$ cat src/shared/hbs_map.vh
// register map, field layout and timing constants of the hoist brake sequencer
`ifndef HBS_MAP_VH
`define HBS_MAP_VH
// register byte offsets
`define HBS_OFF_CTRL 12'h000
`define HBS_OFF_ENG_DLY 12'h004
`define HBS_OFF_ENG_TIME 12'h008
`define HBS_OFF_RESTART 12'h00c
`define HBS_OFF_RAMP 12'h010
`define HBS_OFF_JUMP 12'h014
`define HBS_OFF_REL_TIME 12'h018
`define HBS_OFF_STATUS 12'h01c
`define HBS_OFF_IRQ_STAT 12'h020
`define HBS_OFF_IRQ_MASK 12'h024
`define HBS_OFF_JUMP_OUT 12'h028
// control fields
`define HBS_CTL_ASSIGNED 0
`define HBS_CTL_REV_ENG 1
`define HBS_CTL_REPEAT 2
`define HBS_CTL_STEADY 3
`define HBS_CTL_CSEQ 4
`define HBS_CTL_MISSRESP 5
`define HBS_CTL_CLOSED 6
`define HBS_CTL_CONTACT 7
`define HBS_CTL_HOIST 8
`define HBS_CTL_W 9
// jump frequency field: bit 15 = automatic, low 8 bits = 0.1 Hz units
`define HBS_JUMP_AUTO 15
`define HBS_JUMP_MAX 8'h64
`define HBS_JUMP_RESET 16'h8000
// times in milliseconds
`define HBS_DLY_MAX 16'h1388
`define HBS_RESTART_MAX 16'h3a98
`define HBS_ENG_TIME_RESET 16'h01f4
`define HBS_REL_TIME_RESET 16'h01f4
// one millisecond at 40 MHz
`define HBS_CLK_KHZ 40000
`define HBS_TICK_CYC 16'h9c40
// interrupt bits
`define HBS_IRQ_FAULT 0
`define HBS_IRQ_WARN 1
`define HBS_IRQ_W 2
`endif

$ cat src/rtl/hbs_sequencer.v
// hoist brake sequencer with apb register file
//
// Implementation choices: the register offsets and the APB register port.
`timescale 1ns/1ps
`default_nettype none
`include "hbs_map.vh"
module hbs_sequencer (
  input wire mclk,
  input wire nrst,
  input wire psel,
  input wire penable,
  input wire pwrite,
  input wire [11:0] paddr,
  input wire [31:0] pwdata,
  output reg [31:0] prdata,
  output reg pready,
  output reg pslverr,
  input wire run_cmd,
  input wire reversal_req,
  input wire zero_speed,
  input wire brake_contact,
  input wire fault_reset,
  input wire [7:0] rated_slip,
  output reg brake_relay,
  output reg ref_enable,
  output reg hold_zero,
  output reg [15:0] torque_level,
  output reg jump_active,
  output reg brake_fault,
  output reg brake_warn,
  output reg irq
);
  // states
  localparam ST_ENGAGED = 3'd0;
  localparam ST_RELEASE = 3'd1;
  localparam ST_RUN = 3'd2;
  localparam ST_ENG_DLY = 3'd3;
  localparam ST_ENGAGE = 3'd4;
  localparam ST_DWELL = 3'd5;
  localparam ST_FAULT = 3'd6;
  localparam [15:0] RAMP_FULL = 16'hffff;

  reg [`HBS_CTL_W-1:0] ctrl_q;
  reg [15:0] eng_dly_q, eng_time_q, restart_q, ramp_q, jump_q, rel_time_q;
  reg [`HBS_IRQ_W-1:0] irq_stat_q, irq_mask_q;
  reg [2:0] state_q;
  reg [15:0] tick_cnt_q, timer_q, ramp_cnt_q;
  reg tick_q;
  reg run_s1_q, run_s2_q, rev_s1_q, rev_s2_q, zs_s1_q, zs_s2_q, bc_s1_q, bc_s2_q, fr_s1_q, fr_s2_q;
  reg bc_prev_q, ramp_up_q, ramp_go_q, engage_from_rev_q;
  reg fault_ev, warn_ev;
  reg [15:0] jump_eff;

  wire assigned = ctrl_q[`HBS_CTL_ASSIGNED];
  wire contact_used = ctrl_q[`HBS_CTL_CONTACT];
  wire cseq = ctrl_q[`HBS_CTL_CSEQ] & contact_used;
  wire bc_rise = bc_s2_q & ~bc_prev_q;
  wire bc_fall = ~bc_s2_q & bc_prev_q;
  wire wr = psel & penable & pwrite;
  wire rd_known = (paddr <= `HBS_OFF_JUMP_OUT) && (paddr[1:0] == 2'b00);

  // two-stage synchronisers for every single-bit pin input; rated_slip is used unsynchronised
  always @(posedge mclk) begin
    if (!nrst) begin
      {run_s1_q, run_s2_q, rev_s1_q, rev_s2_q, zs_s1_q} <= 5'h00;
      {zs_s2_q, bc_s1_q, bc_s2_q, fr_s1_q, fr_s2_q, bc_prev_q} <= 6'h00;
    end else begin
      run_s1_q <= run_cmd;
      run_s2_q <= run_s1_q;
      rev_s1_q <= reversal_req;
      rev_s2_q <= rev_s1_q;
      zs_s1_q <= zero_speed;
      zs_s2_q <= zs_s1_q;
      bc_s1_q <= brake_contact;
      bc_s2_q <= bc_s1_q;
      fr_s1_q <= fault_reset;
      fr_s2_q <= fr_s1_q;
      bc_prev_q <= bc_s2_q;
    end
  end

  // millisecond tick; one timebase keeps all delays in the same unit
  always @(posedge mclk) begin
    if (!nrst) begin
      tick_cnt_q <= 16'h0000;
      tick_q <= 1'b0;
    end else if (tick_cnt_q == `HBS_TICK_CYC - 16'h0001) begin
      tick_cnt_q <= 16'h0000;
      tick_q <= 1'b1;
    end else begin
      tick_cnt_q <= tick_cnt_q + 16'h0001;
      tick_q <= 1'b0;
    end
  end

  // jump frequency: automatic takes rated slip, else clamped manual value
  always @* begin
    if (jump_q[`HBS_JUMP_AUTO])
      jump_eff = {8'h00, rated_slip};
    else if (jump_q[7:0] > `HBS_JUMP_MAX)
      jump_eff = {8'h00, `HBS_JUMP_MAX};
    else
      jump_eff = {8'h00, jump_q[7:0]};
  end

  // apb writes; out-of-range times saturate at their maxima
  always @(posedge mclk) begin
    if (!nrst) begin
      ctrl_q <= {`HBS_CTL_W{1'b0}};
      eng_dly_q <= 16'h0000;
      eng_time_q <= `HBS_ENG_TIME_RESET;
      restart_q <= 16'h0000;
      ramp_q <= 16'h0000;
      jump_q <= `HBS_JUMP_RESET;
      rel_time_q <= `HBS_REL_TIME_RESET;
      irq_mask_q <= {`HBS_IRQ_W{1'b0}};
    end else if (wr) begin
      case (paddr)
        `HBS_OFF_CTRL: ctrl_q <= pwdata[`HBS_CTL_W-1:0];
        `HBS_OFF_ENG_DLY: eng_dly_q <= (pwdata[15:0] > `HBS_DLY_MAX) ? `HBS_DLY_MAX : pwdata[15:0];
        `HBS_OFF_ENG_TIME: eng_time_q <= (pwdata[15:0] > `HBS_DLY_MAX) ? `HBS_DLY_MAX : pwdata[15:0];
        `HBS_OFF_RESTART: restart_q <= (pwdata[15:0] > `HBS_RESTART_MAX) ? `HBS_RESTART_MAX : pwdata[15:0];
        `HBS_OFF_RAMP: ramp_q <= (pwdata[15:0] > `HBS_DLY_MAX) ? `HBS_DLY_MAX : pwdata[15:0];
        `HBS_OFF_JUMP: jump_q <= pwdata[15:0];
        `HBS_OFF_REL_TIME: rel_time_q <= (pwdata[15:0] > `HBS_DLY_MAX) ? `HBS_DLY_MAX : pwdata[15:0];
        `HBS_OFF_IRQ_MASK: irq_mask_q <= pwdata[`HBS_IRQ_W-1:0];
        default: ;
      endcase
    end
  end

  // apb read data and answer; zero wait states, slverr on unmapped
  always @(posedge mclk) begin
    if (!nrst) begin
      prdata <= 32'h00000000;
      pready <= 1'b0;
      pslverr <= 1'b0;
    end else begin
      pready <= psel & ~penable;
      pslverr <= psel & ~penable & ~rd_known;
      case (paddr)
        `HBS_OFF_CTRL: prdata <= {23'h000000, ctrl_q};
        `HBS_OFF_ENG_DLY: prdata <= {16'h0000, eng_dly_q};
        `HBS_OFF_ENG_TIME: prdata <= {16'h0000, eng_time_q};
        `HBS_OFF_RESTART: prdata <= {16'h0000, restart_q};
        `HBS_OFF_RAMP: prdata <= {16'h0000, ramp_q};
        `HBS_OFF_JUMP: prdata <= {16'h0000, jump_q};
        `HBS_OFF_REL_TIME: prdata <= {16'h0000, rel_time_q};
        `HBS_OFF_STATUS: prdata <= {22'h000000, bc_s2_q, jump_active, brake_warn, brake_fault,
          ref_enable, brake_relay, 1'b0, state_q};
        `HBS_OFF_IRQ_STAT: prdata <= {30'h00000000, irq_stat_q};
        `HBS_OFF_IRQ_MASK: prdata <= {30'h00000000, irq_mask_q};
        `HBS_OFF_JUMP_OUT: prdata <= {16'h0000, jump_eff};
        default: prdata <= 32'h00000000;
      endcase
    end
  end
  // pready is asserted during the access cycle itself via the registered setup

  // sticky interrupt status: a new event wins over a write-one clear
  always @(posedge mclk) begin
    if (!nrst) begin
      irq_stat_q <= {`HBS_IRQ_W{1'b0}};
      irq <= 1'b0;
    end else begin
      irq_stat_q <= (irq_stat_q & ~((wr && paddr == `HBS_OFF_IRQ_STAT) ? pwdata[`HBS_IRQ_W-1:0]
        : {`HBS_IRQ_W{1'b0}})) | {warn_ev, fault_ev};
      irq <= |(irq_stat_q & irq_mask_q);
    end
  end

  // contact supervision events
  always @* begin
    fault_ev = 1'b0;
    warn_ev = 1'b0;
    if (assigned && contact_used && state_q != ST_FAULT) begin
      // steady running: contact must stay released (high)
      if (state_q == ST_RUN && !ctrl_q[`HBS_CTL_STEADY] && !bc_s2_q)
        fault_ev = 1'b1;
      // release phase: contact must open before release time ends
      // checked in the very cycle the phase ends; waiting for a tick would never coincide
      if (state_q == ST_RELEASE && timer_q == 16'h0000 && !bc_s2_q && !cseq)
        fault_ev = 1'b1;
      // engage phase end: contact still released
      if (state_q == ST_ENGAGE && ctrl_q[`HBS_CTL_CLOSED] && timer_q == 16'h0000 && bc_s2_q) begin
        if (ctrl_q[`HBS_CTL_MISSRESP])
          warn_ev = 1'b1;
        else
          fault_ev = 1'b1;
      end
    end
  end

  // brake sequence state machine, delays count whole milliseconds
  always @(posedge mclk) begin
    if (!nrst) begin
      state_q <= ST_ENGAGED;
      timer_q <= 16'h0000;
      ramp_up_q <= 1'b0;
      ramp_go_q <= 1'b0;
      engage_from_rev_q <= 1'b0;
      brake_fault <= 1'b0;
      brake_warn <= 1'b0;
      hold_zero <= 1'b1;
    end else if (!assigned) begin
      state_q <= ST_ENGAGED;
      timer_q <= 16'h0000;
      ramp_up_q <= 1'b0;
      ramp_go_q <= 1'b0;
      brake_warn <= 1'b0;
      hold_zero <= 1'b1;
    end else begin
      if (tick_q && timer_q != 16'h0000)
        timer_q <= timer_q - 16'h0001;
      if (warn_ev) begin
        brake_warn <= 1'b1;
        hold_zero <= 1'b1;
      end
      if (fault_ev) begin
        brake_fault <= 1'b1;
        state_q <= ST_FAULT;
        ramp_up_q <= 1'b0;
        ramp_go_q <= 1'b1;
      end else begin
        case (state_q)
          ST_ENGAGED: begin
            hold_zero <= 1'b1;
            if (run_s2_q) begin
              state_q <= ST_RELEASE;
              timer_q <= rel_time_q;
              ramp_up_q <= 1'b1;
              ramp_go_q <= 1'b1;
              brake_warn <= 1'b0;
            end
          end
          ST_RELEASE: begin
            if (cseq ? bc_rise : (timer_q == 16'h0000)) begin
              state_q <= ST_RUN;
              hold_zero <= 1'b0;
            end
          end
          ST_RUN: begin
            // reversal through zero engages only when selected
            if (!run_s2_q || (rev_s2_q && zs_s2_q && ctrl_q[`HBS_CTL_REV_ENG])) begin
              state_q <= ST_ENG_DLY;
              timer_q <= eng_dly_q;
              engage_from_rev_q <= run_s2_q;
              hold_zero <= 1'b1;
            end
          end
          ST_ENG_DLY: begin
            if (timer_q == 16'h0000) begin
              state_q <= ST_ENGAGE;
              timer_q <= eng_time_q;
              ramp_up_q <= 1'b0;
              ramp_go_q <= ~cseq;
            end
          end
          ST_ENGAGE: begin
            if (cseq && bc_fall)
              ramp_go_q <= 1'b1;
            if (run_s2_q && !engage_from_rev_q && ctrl_q[`HBS_CTL_REPEAT]) begin
              state_q <= ST_RELEASE;
              timer_q <= rel_time_q;
              ramp_up_q <= 1'b1;
              ramp_go_q <= 1'b1;
            end else if (timer_q == 16'h0000) begin
              state_q <= ST_DWELL;
              timer_q <= restart_q;
              engage_from_rev_q <= 1'b0;
            end
          end
          ST_DWELL: begin
            if (timer_q == 16'h0000)
              state_q <= ST_ENGAGED;
            else if (run_s2_q)
              timer_q <= restart_q;
          end
          ST_FAULT: begin
            hold_zero <= 1'b1;
            if (fr_s2_q && !run_s2_q) begin
              brake_fault <= 1'b0;
              state_q <= ST_ENGAGED;
            end
          end
          default: state_q <= ST_ENGAGED;
        endcase
      end
    end
  end

  // torque current ramp; a zero time steps at once
  always @(posedge mclk) begin
    if (!nrst) begin
      ramp_cnt_q <= 16'h0000;
      torque_level <= 16'h0000;
    end else if (!ramp_go_q) begin
      ramp_cnt_q <= 16'h0000;
    end else if (ramp_q == 16'h0000) begin
      torque_level <= ramp_up_q ? RAMP_FULL : 16'h0000;
    end else if (tick_q) begin
      if (ramp_cnt_q >= ramp_q - 16'h0001) begin
        ramp_cnt_q <= 16'h0000;
        if (ramp_up_q && torque_level != RAMP_FULL)
          torque_level <= torque_level + 16'h0001;
        else if (!ramp_up_q && torque_level != 16'h0000)
          torque_level <= torque_level - 16'h0001;
      end else begin
        ramp_cnt_q <= ramp_cnt_q + 16'h0001;
      end
    end
  end

  // registered outputs
  always @(posedge mclk) begin
    if (!nrst) begin
      brake_relay <= 1'b0;
      ref_enable <= 1'b0;
      jump_active <= 1'b0;
    end else begin
      brake_relay <= assigned && (state_q == ST_RELEASE || state_q == ST_RUN || state_q == ST_ENG_DLY);
      ref_enable <= assigned && state_q == ST_RUN && !brake_warn;
      // jump only while reversing and the brake stays released
      jump_active <= assigned && state_q == ST_RUN && rev_s2_q && !ctrl_q[`HBS_CTL_REV_ENG];
    end
  end
endmodule // hbs_sequencer
`default_nettype wire

$ cat config.mk
export PLATFORM = sky130hd
export DESIGN_NAME = hbs_sequencer
export DESIGN_NICKNAME = d
export VERILOG_FILES = /design/src/rtl/hbs_sequencer.v
export VERILOG_INCLUDE_DIRS = /design/src /design/src/shared
export SDC_FILE = /design/constraint.sdc
export NUM_CORES = 1
export LEC_CHECK = 0
export ABC_AREA = 1
export BUFFER_PORTS_ARGS = -buffer_cell sky130_fd_sc_hd__buf_2
export CORE_UTILIZATION = 49
export CTS_BUF_LIST = sky130_fd_sc_hd__clkbuf_8
export DETAILED_ROUTE_END_ITERATION = 8
export PLACE_DENSITY_LB_ADDON = 0.3
export SLEW_MARGIN = 20
export SYNTH_ARGS = -nofsm -noshare
export SYNTH_HDL_FRONTEND = slang
export SYNTH_SLANG_ARGS = --single-unit
export TNS_END_PERCENT = 50
$ cat constraint.sdc
create_clock -name mclk -period 7.55 [get_ports mclk]
set_input_delay 1.1325 -clock mclk [delete_from_list [all_inputs] [get_ports mclk]]
set_output_delay 1.1325 -clock mclk [all_outputs]
set_load 0.05 [all_outputs]
==> run_results.csv <==
group,metric,value,unit
critical_path,r2r_setup_slack,3.92,ns
critical_path,crit_slowest_cell,"nor2_1",
clocking,cts_buffers,39,
worst_hold_path,hp-class,"register to register",
route,postRouteAntennaNets,0,
final_layout,fillers,2438,
route,wl_per_cell,17.2,µm
global_route,grt_first_pass_wirelength,60700,µm
critical_path,path_class,"input port to register",
critical_path,cp.required,7.95,ns
final_layout,layout-drive-gt1-share,0.120,
global_route,grt_pass1_vias,11500,
power_and_ir_drop,pwr_density_cell,179,nW/µm²
floorplan,coreArea,24400,µm²
clocking,clock_sinks,216,
yosys,synth.avg_cell_area,6.73,µm²
sta,relSlewSlack,0.345,
yosys,synthCells,1819,
critical_path,cp.depth,9,
critical_path,cpLargestDelayFamily,"simple AND/OR/NAND/NOR gates",
critical_path,crit_arrival,4.44,ns
place,dp_hpwl,28300,µm
sta,fin_crit_sh,0.536,
place,dp_cells,2184,
critical_path,endpoint,"eng_dly_q[10]$_SDFFE_PN0P_",
final_layout,seq_area,4320,µm²
sta,finalSetupTns,0,ns
route,drc,0,
clocking,cts.htree.levels,2,
yosys,synth_area_leaders,"dfxtp_1 35%, nand2_1 11%, inv_1 7.8%",
floorplan,die_w,160,µm
critical_path,critPathLaunchType,"input port",
final_layout,utilization,0.560,
yosys,synth_top_area_share,0.353,
place,dpl-instance-area,12800,µm²
final_layout,multiInputGateArea,6580,µm²
clocking,clk_path_buf_depth,3,
clocking,clkLatencyLatePin,0.56,ns
critical_path,crit_path_max_incr_delay,0.75,ns
sta,maxSlewViolCount,0,
clocking,clockRootBuffer,"clkbuf_8",
yosys,ys_warn_count,0,
outcome,outcome,"completed",
floorplan,ios,119,
critical_path,crit_chain,"buf_2, nor2_1, nand2_1, nor2_1, nand2_1, nor2_2, inv_1, o21ai_0, a21oi_1",
sta,holdWs,0.416,ns
yosys,seq_area_frac_synth,0.353,
critical_path,cp_max_fo,15,
critical_path,timing.rr.start,"ramp_q[1]$_SDFFE_PN0P_",
sta,max_freq,247,MHz
global_route,grt-ovfl-total,0,
clocking,hold_buffers,0,
floorplan,start_util,0.502,
clocking,cts.clk_slew.worst_paths,0.06,ns
clocking,cts_tree,"yes",
floorplan,die_h,160,µm
critical_path,r2r-end,"torque_level[15]$_SDFFE_PN0P_",
route,dr.pass1.iters,6,
final_layout,stdcell_area,13700,µm²
critical_path,critical_path_buf_inv_count,2,
yosys,ys_ff_latch,216,
global_route,antenna_found_initial,1,
sta,finalClockSkew,0.0300,ns
flow_run,maxCapViolations,0,
route,wirelength,38900,µm
clocking,post-cts-setup-buffer-count,0,
route,drt_iter0_markers,1292,
sta,finalCriticalPeriod,4.05,ns
route,num_vias,12700,
clocking,ctsResizeCount,0,
yosys,synth_area_leader_cell,"dfxtp_1",
final_layout,finalNetCount,1999,
power_and_ir_drop,power_leakage,6.38,nW
sta,hold_viol,0,
final_layout,syn_to_final_growth,11.6,%
sta,worst_slew_pin_slew,0.980,ns
critical_path,r2r_cells,18,
place,io_buffers,86,
final_layout,final_cells,2255,
sta,setup_viol,0,
floorplan,num_rows,57,
critical_path,crit_start,"paddr[11]",
global_route,gr-usage-all-layers,0.297,
floorplan,dieArea,25600,µm²
sta,rsz0062_at_grt,"no",
place,gp_congestion,0.963,
route,drt-vias-per-instance,5.65,
yosys,synth.cell_area,12300,µm²
yosys,synth.distinct_cells,52,
critical_path,cp-end-kind,"register",
power_and_ir_drop,vdd.ir_drop.worst,0.185,mV
final_layout,n_antenna_cell,0,
global_route,grt_max_degree,94,
worst_hold_path,hold_depth,2,
==> layer usage <==
metal | global-route usage | vias to the layer above | share of wire
met1 | 0.395 | 5850 | 0.42
met5 | 0 | - | 0.00026
met3 | 0.0699 | 107 | 0.10
met4 | 0.121 | 2 | 0.035
met2 | 0.462 | 619 | 0.44
li1 | - | 6159 | -
==> synthesized netlist by cell type, drive strengths merged <==
| master | instances |
|---|---|
| nand2 | 366 |
| inv | 269 |
| dfxtp | 216 |
| nor2 | 168 |
| a21oi | 167 |
| o21ai | 160 |
| nand3 | 145 |
| nor3 | 41 |
| buf | 40 |
| ha | 35 |
| nand4 | 32 |
| o22ai | 29 |
| clkbuf | 27 |
| xor2 | 21 |
| a31oi | 16 |
| or2 | 12 |
| xnor2 | 12 |
| o211ai | 7 |
| nor4 | 6 |
| o221ai | 6 |
| a211oi | 5 |
| nor3b | 5 |
| o2111ai | 5 |
| o31ai | 5 |
| a21o | 4 |
| clkinv | 4 |
| o21bai | 4 |
| nand3b | 3 |
| and2 | 2 |
| o21a | 2 |
| a22o | 1 |
| a22oi | 1 |
| conb | 1 |
| fa | 1 |
| o32ai | 1 |
==> flip-flops by register name, summed over array words and instances (netlist names), 9 cells and up <==
signal        cells
ramp_q           16
timer_q          16
eng_time_q       16
rel_time_q       16
torque_level     16
ctrl_q            9
eng_dly_q        16
ramp_cnt_q       16
tick_cnt_q       16
jump_q           16
restart_q        16
prdata           16
==> area by class of cell <==
type | instances | share of cell area
well taps | 324 | 0.0297
repair buffers | 93 | 0.0355
clock buffers | 45 | 0.0453
multi-input cells | 1278 | 0.481
inverters | 273 | 0.0752
clock inverters | 26 | 0.0166
flip-flops and latches | 216 | 0.316
==> cells by family after synthesis <==
logic type | count (synthesis) | synth area share
buffers and inverters | 340 | 0.114
flip-flops | 216 | 0.353
XOR/XNOR | 33 | 0.0236
other | 1 | 0.000306
AND/OR/NAND/NOR | 780 | 0.285
adder cells (fa/ha/maj) | 36 | 0.0374
AO/OA/AOI/OAI | 413 | 0.186
==> tightest hold or removal path, delay by kind of cell (launching register included) <==
kind                   cells  cell delay (ns)
AND/OR/NAND/NOR            1             0.05
buffers and inverters      1             0.04
flip-flops                 1             0.31
==> cell usage in the layout (no fill, tap or decap), types with 5 or more instances in the layout <==
cell type	instances
clkinv_2	6
nor2_2	11
nand2_2	14
ha_1	35
o22ai_1	29
a31oi_1	16
nor3_1	38
nand3_1	140
o211ai_1	7
nor4_1	6
or2_2	11
o221ai_1	6
nand2_1	350
dfxtp_1	216
a211oi_1	5
nand4_1	31
nor2_4	5
o2111ai_1	5
o31ai_1	5
a21oi_2	11
xnor2_1	12
nor3b_1	5
inv_1	265
a21oi_1	156
conb_1	16
buf_4	8
buf_2	85
nor2_1	152
o21ai_1	8
xor2_1	21
inv_2	15
o21ai_0	152
clkbuf_8	45
==> how the worst min path moves through the flow <==
| stage | from | endpoint | slack [ns] |
|---|---|---|---|
| finish | rev_s1_q$_SDFF_PN0_ | rev_s2_q$_SDFF_PN0_ | 0.42 |
| global route | zs_s1_q$_SDFF_PN0_ | zs_s2_q$_SDFF_PN0_ | 0.44 |
| CTS | rev_s1_q$_SDFF_PN0_ | rev_s2_q$_SDFF_PN0_ | 0.42 |
| detailed placement | rev_s1_q$_SDFF_PN0_ | rev_s2_q$_SDFF_PN0_ | 0.40 |
| global placement | bc_s1_q$_SDFF_PN0_ | bc_s2_q$_SDFF_PN0_ | 0.39 |
| floorplan | bc_s1_q$_SDFF_PN0_ | bc_s2_q$_SDFF_PN0_ | 0.39 |
==> per-stage QoR <==
step                worst slack, ns  power, mW
finish                         3.50       2.45
global route                   3.37       2.52
CTS                            3.78       2.47
detailed placement             3.21       1.27
global placement               3.33       1.27
floorplan                      4.56       1.24
==> power by group <==
group          internal [mW]  switching (mW)
clock network          0.686           0.517
logic                 0.0224          0.0794
registers               1.14         0.00321
total                   1.85           0.600
Note: power is estimated with default switching activity, not from simulation.
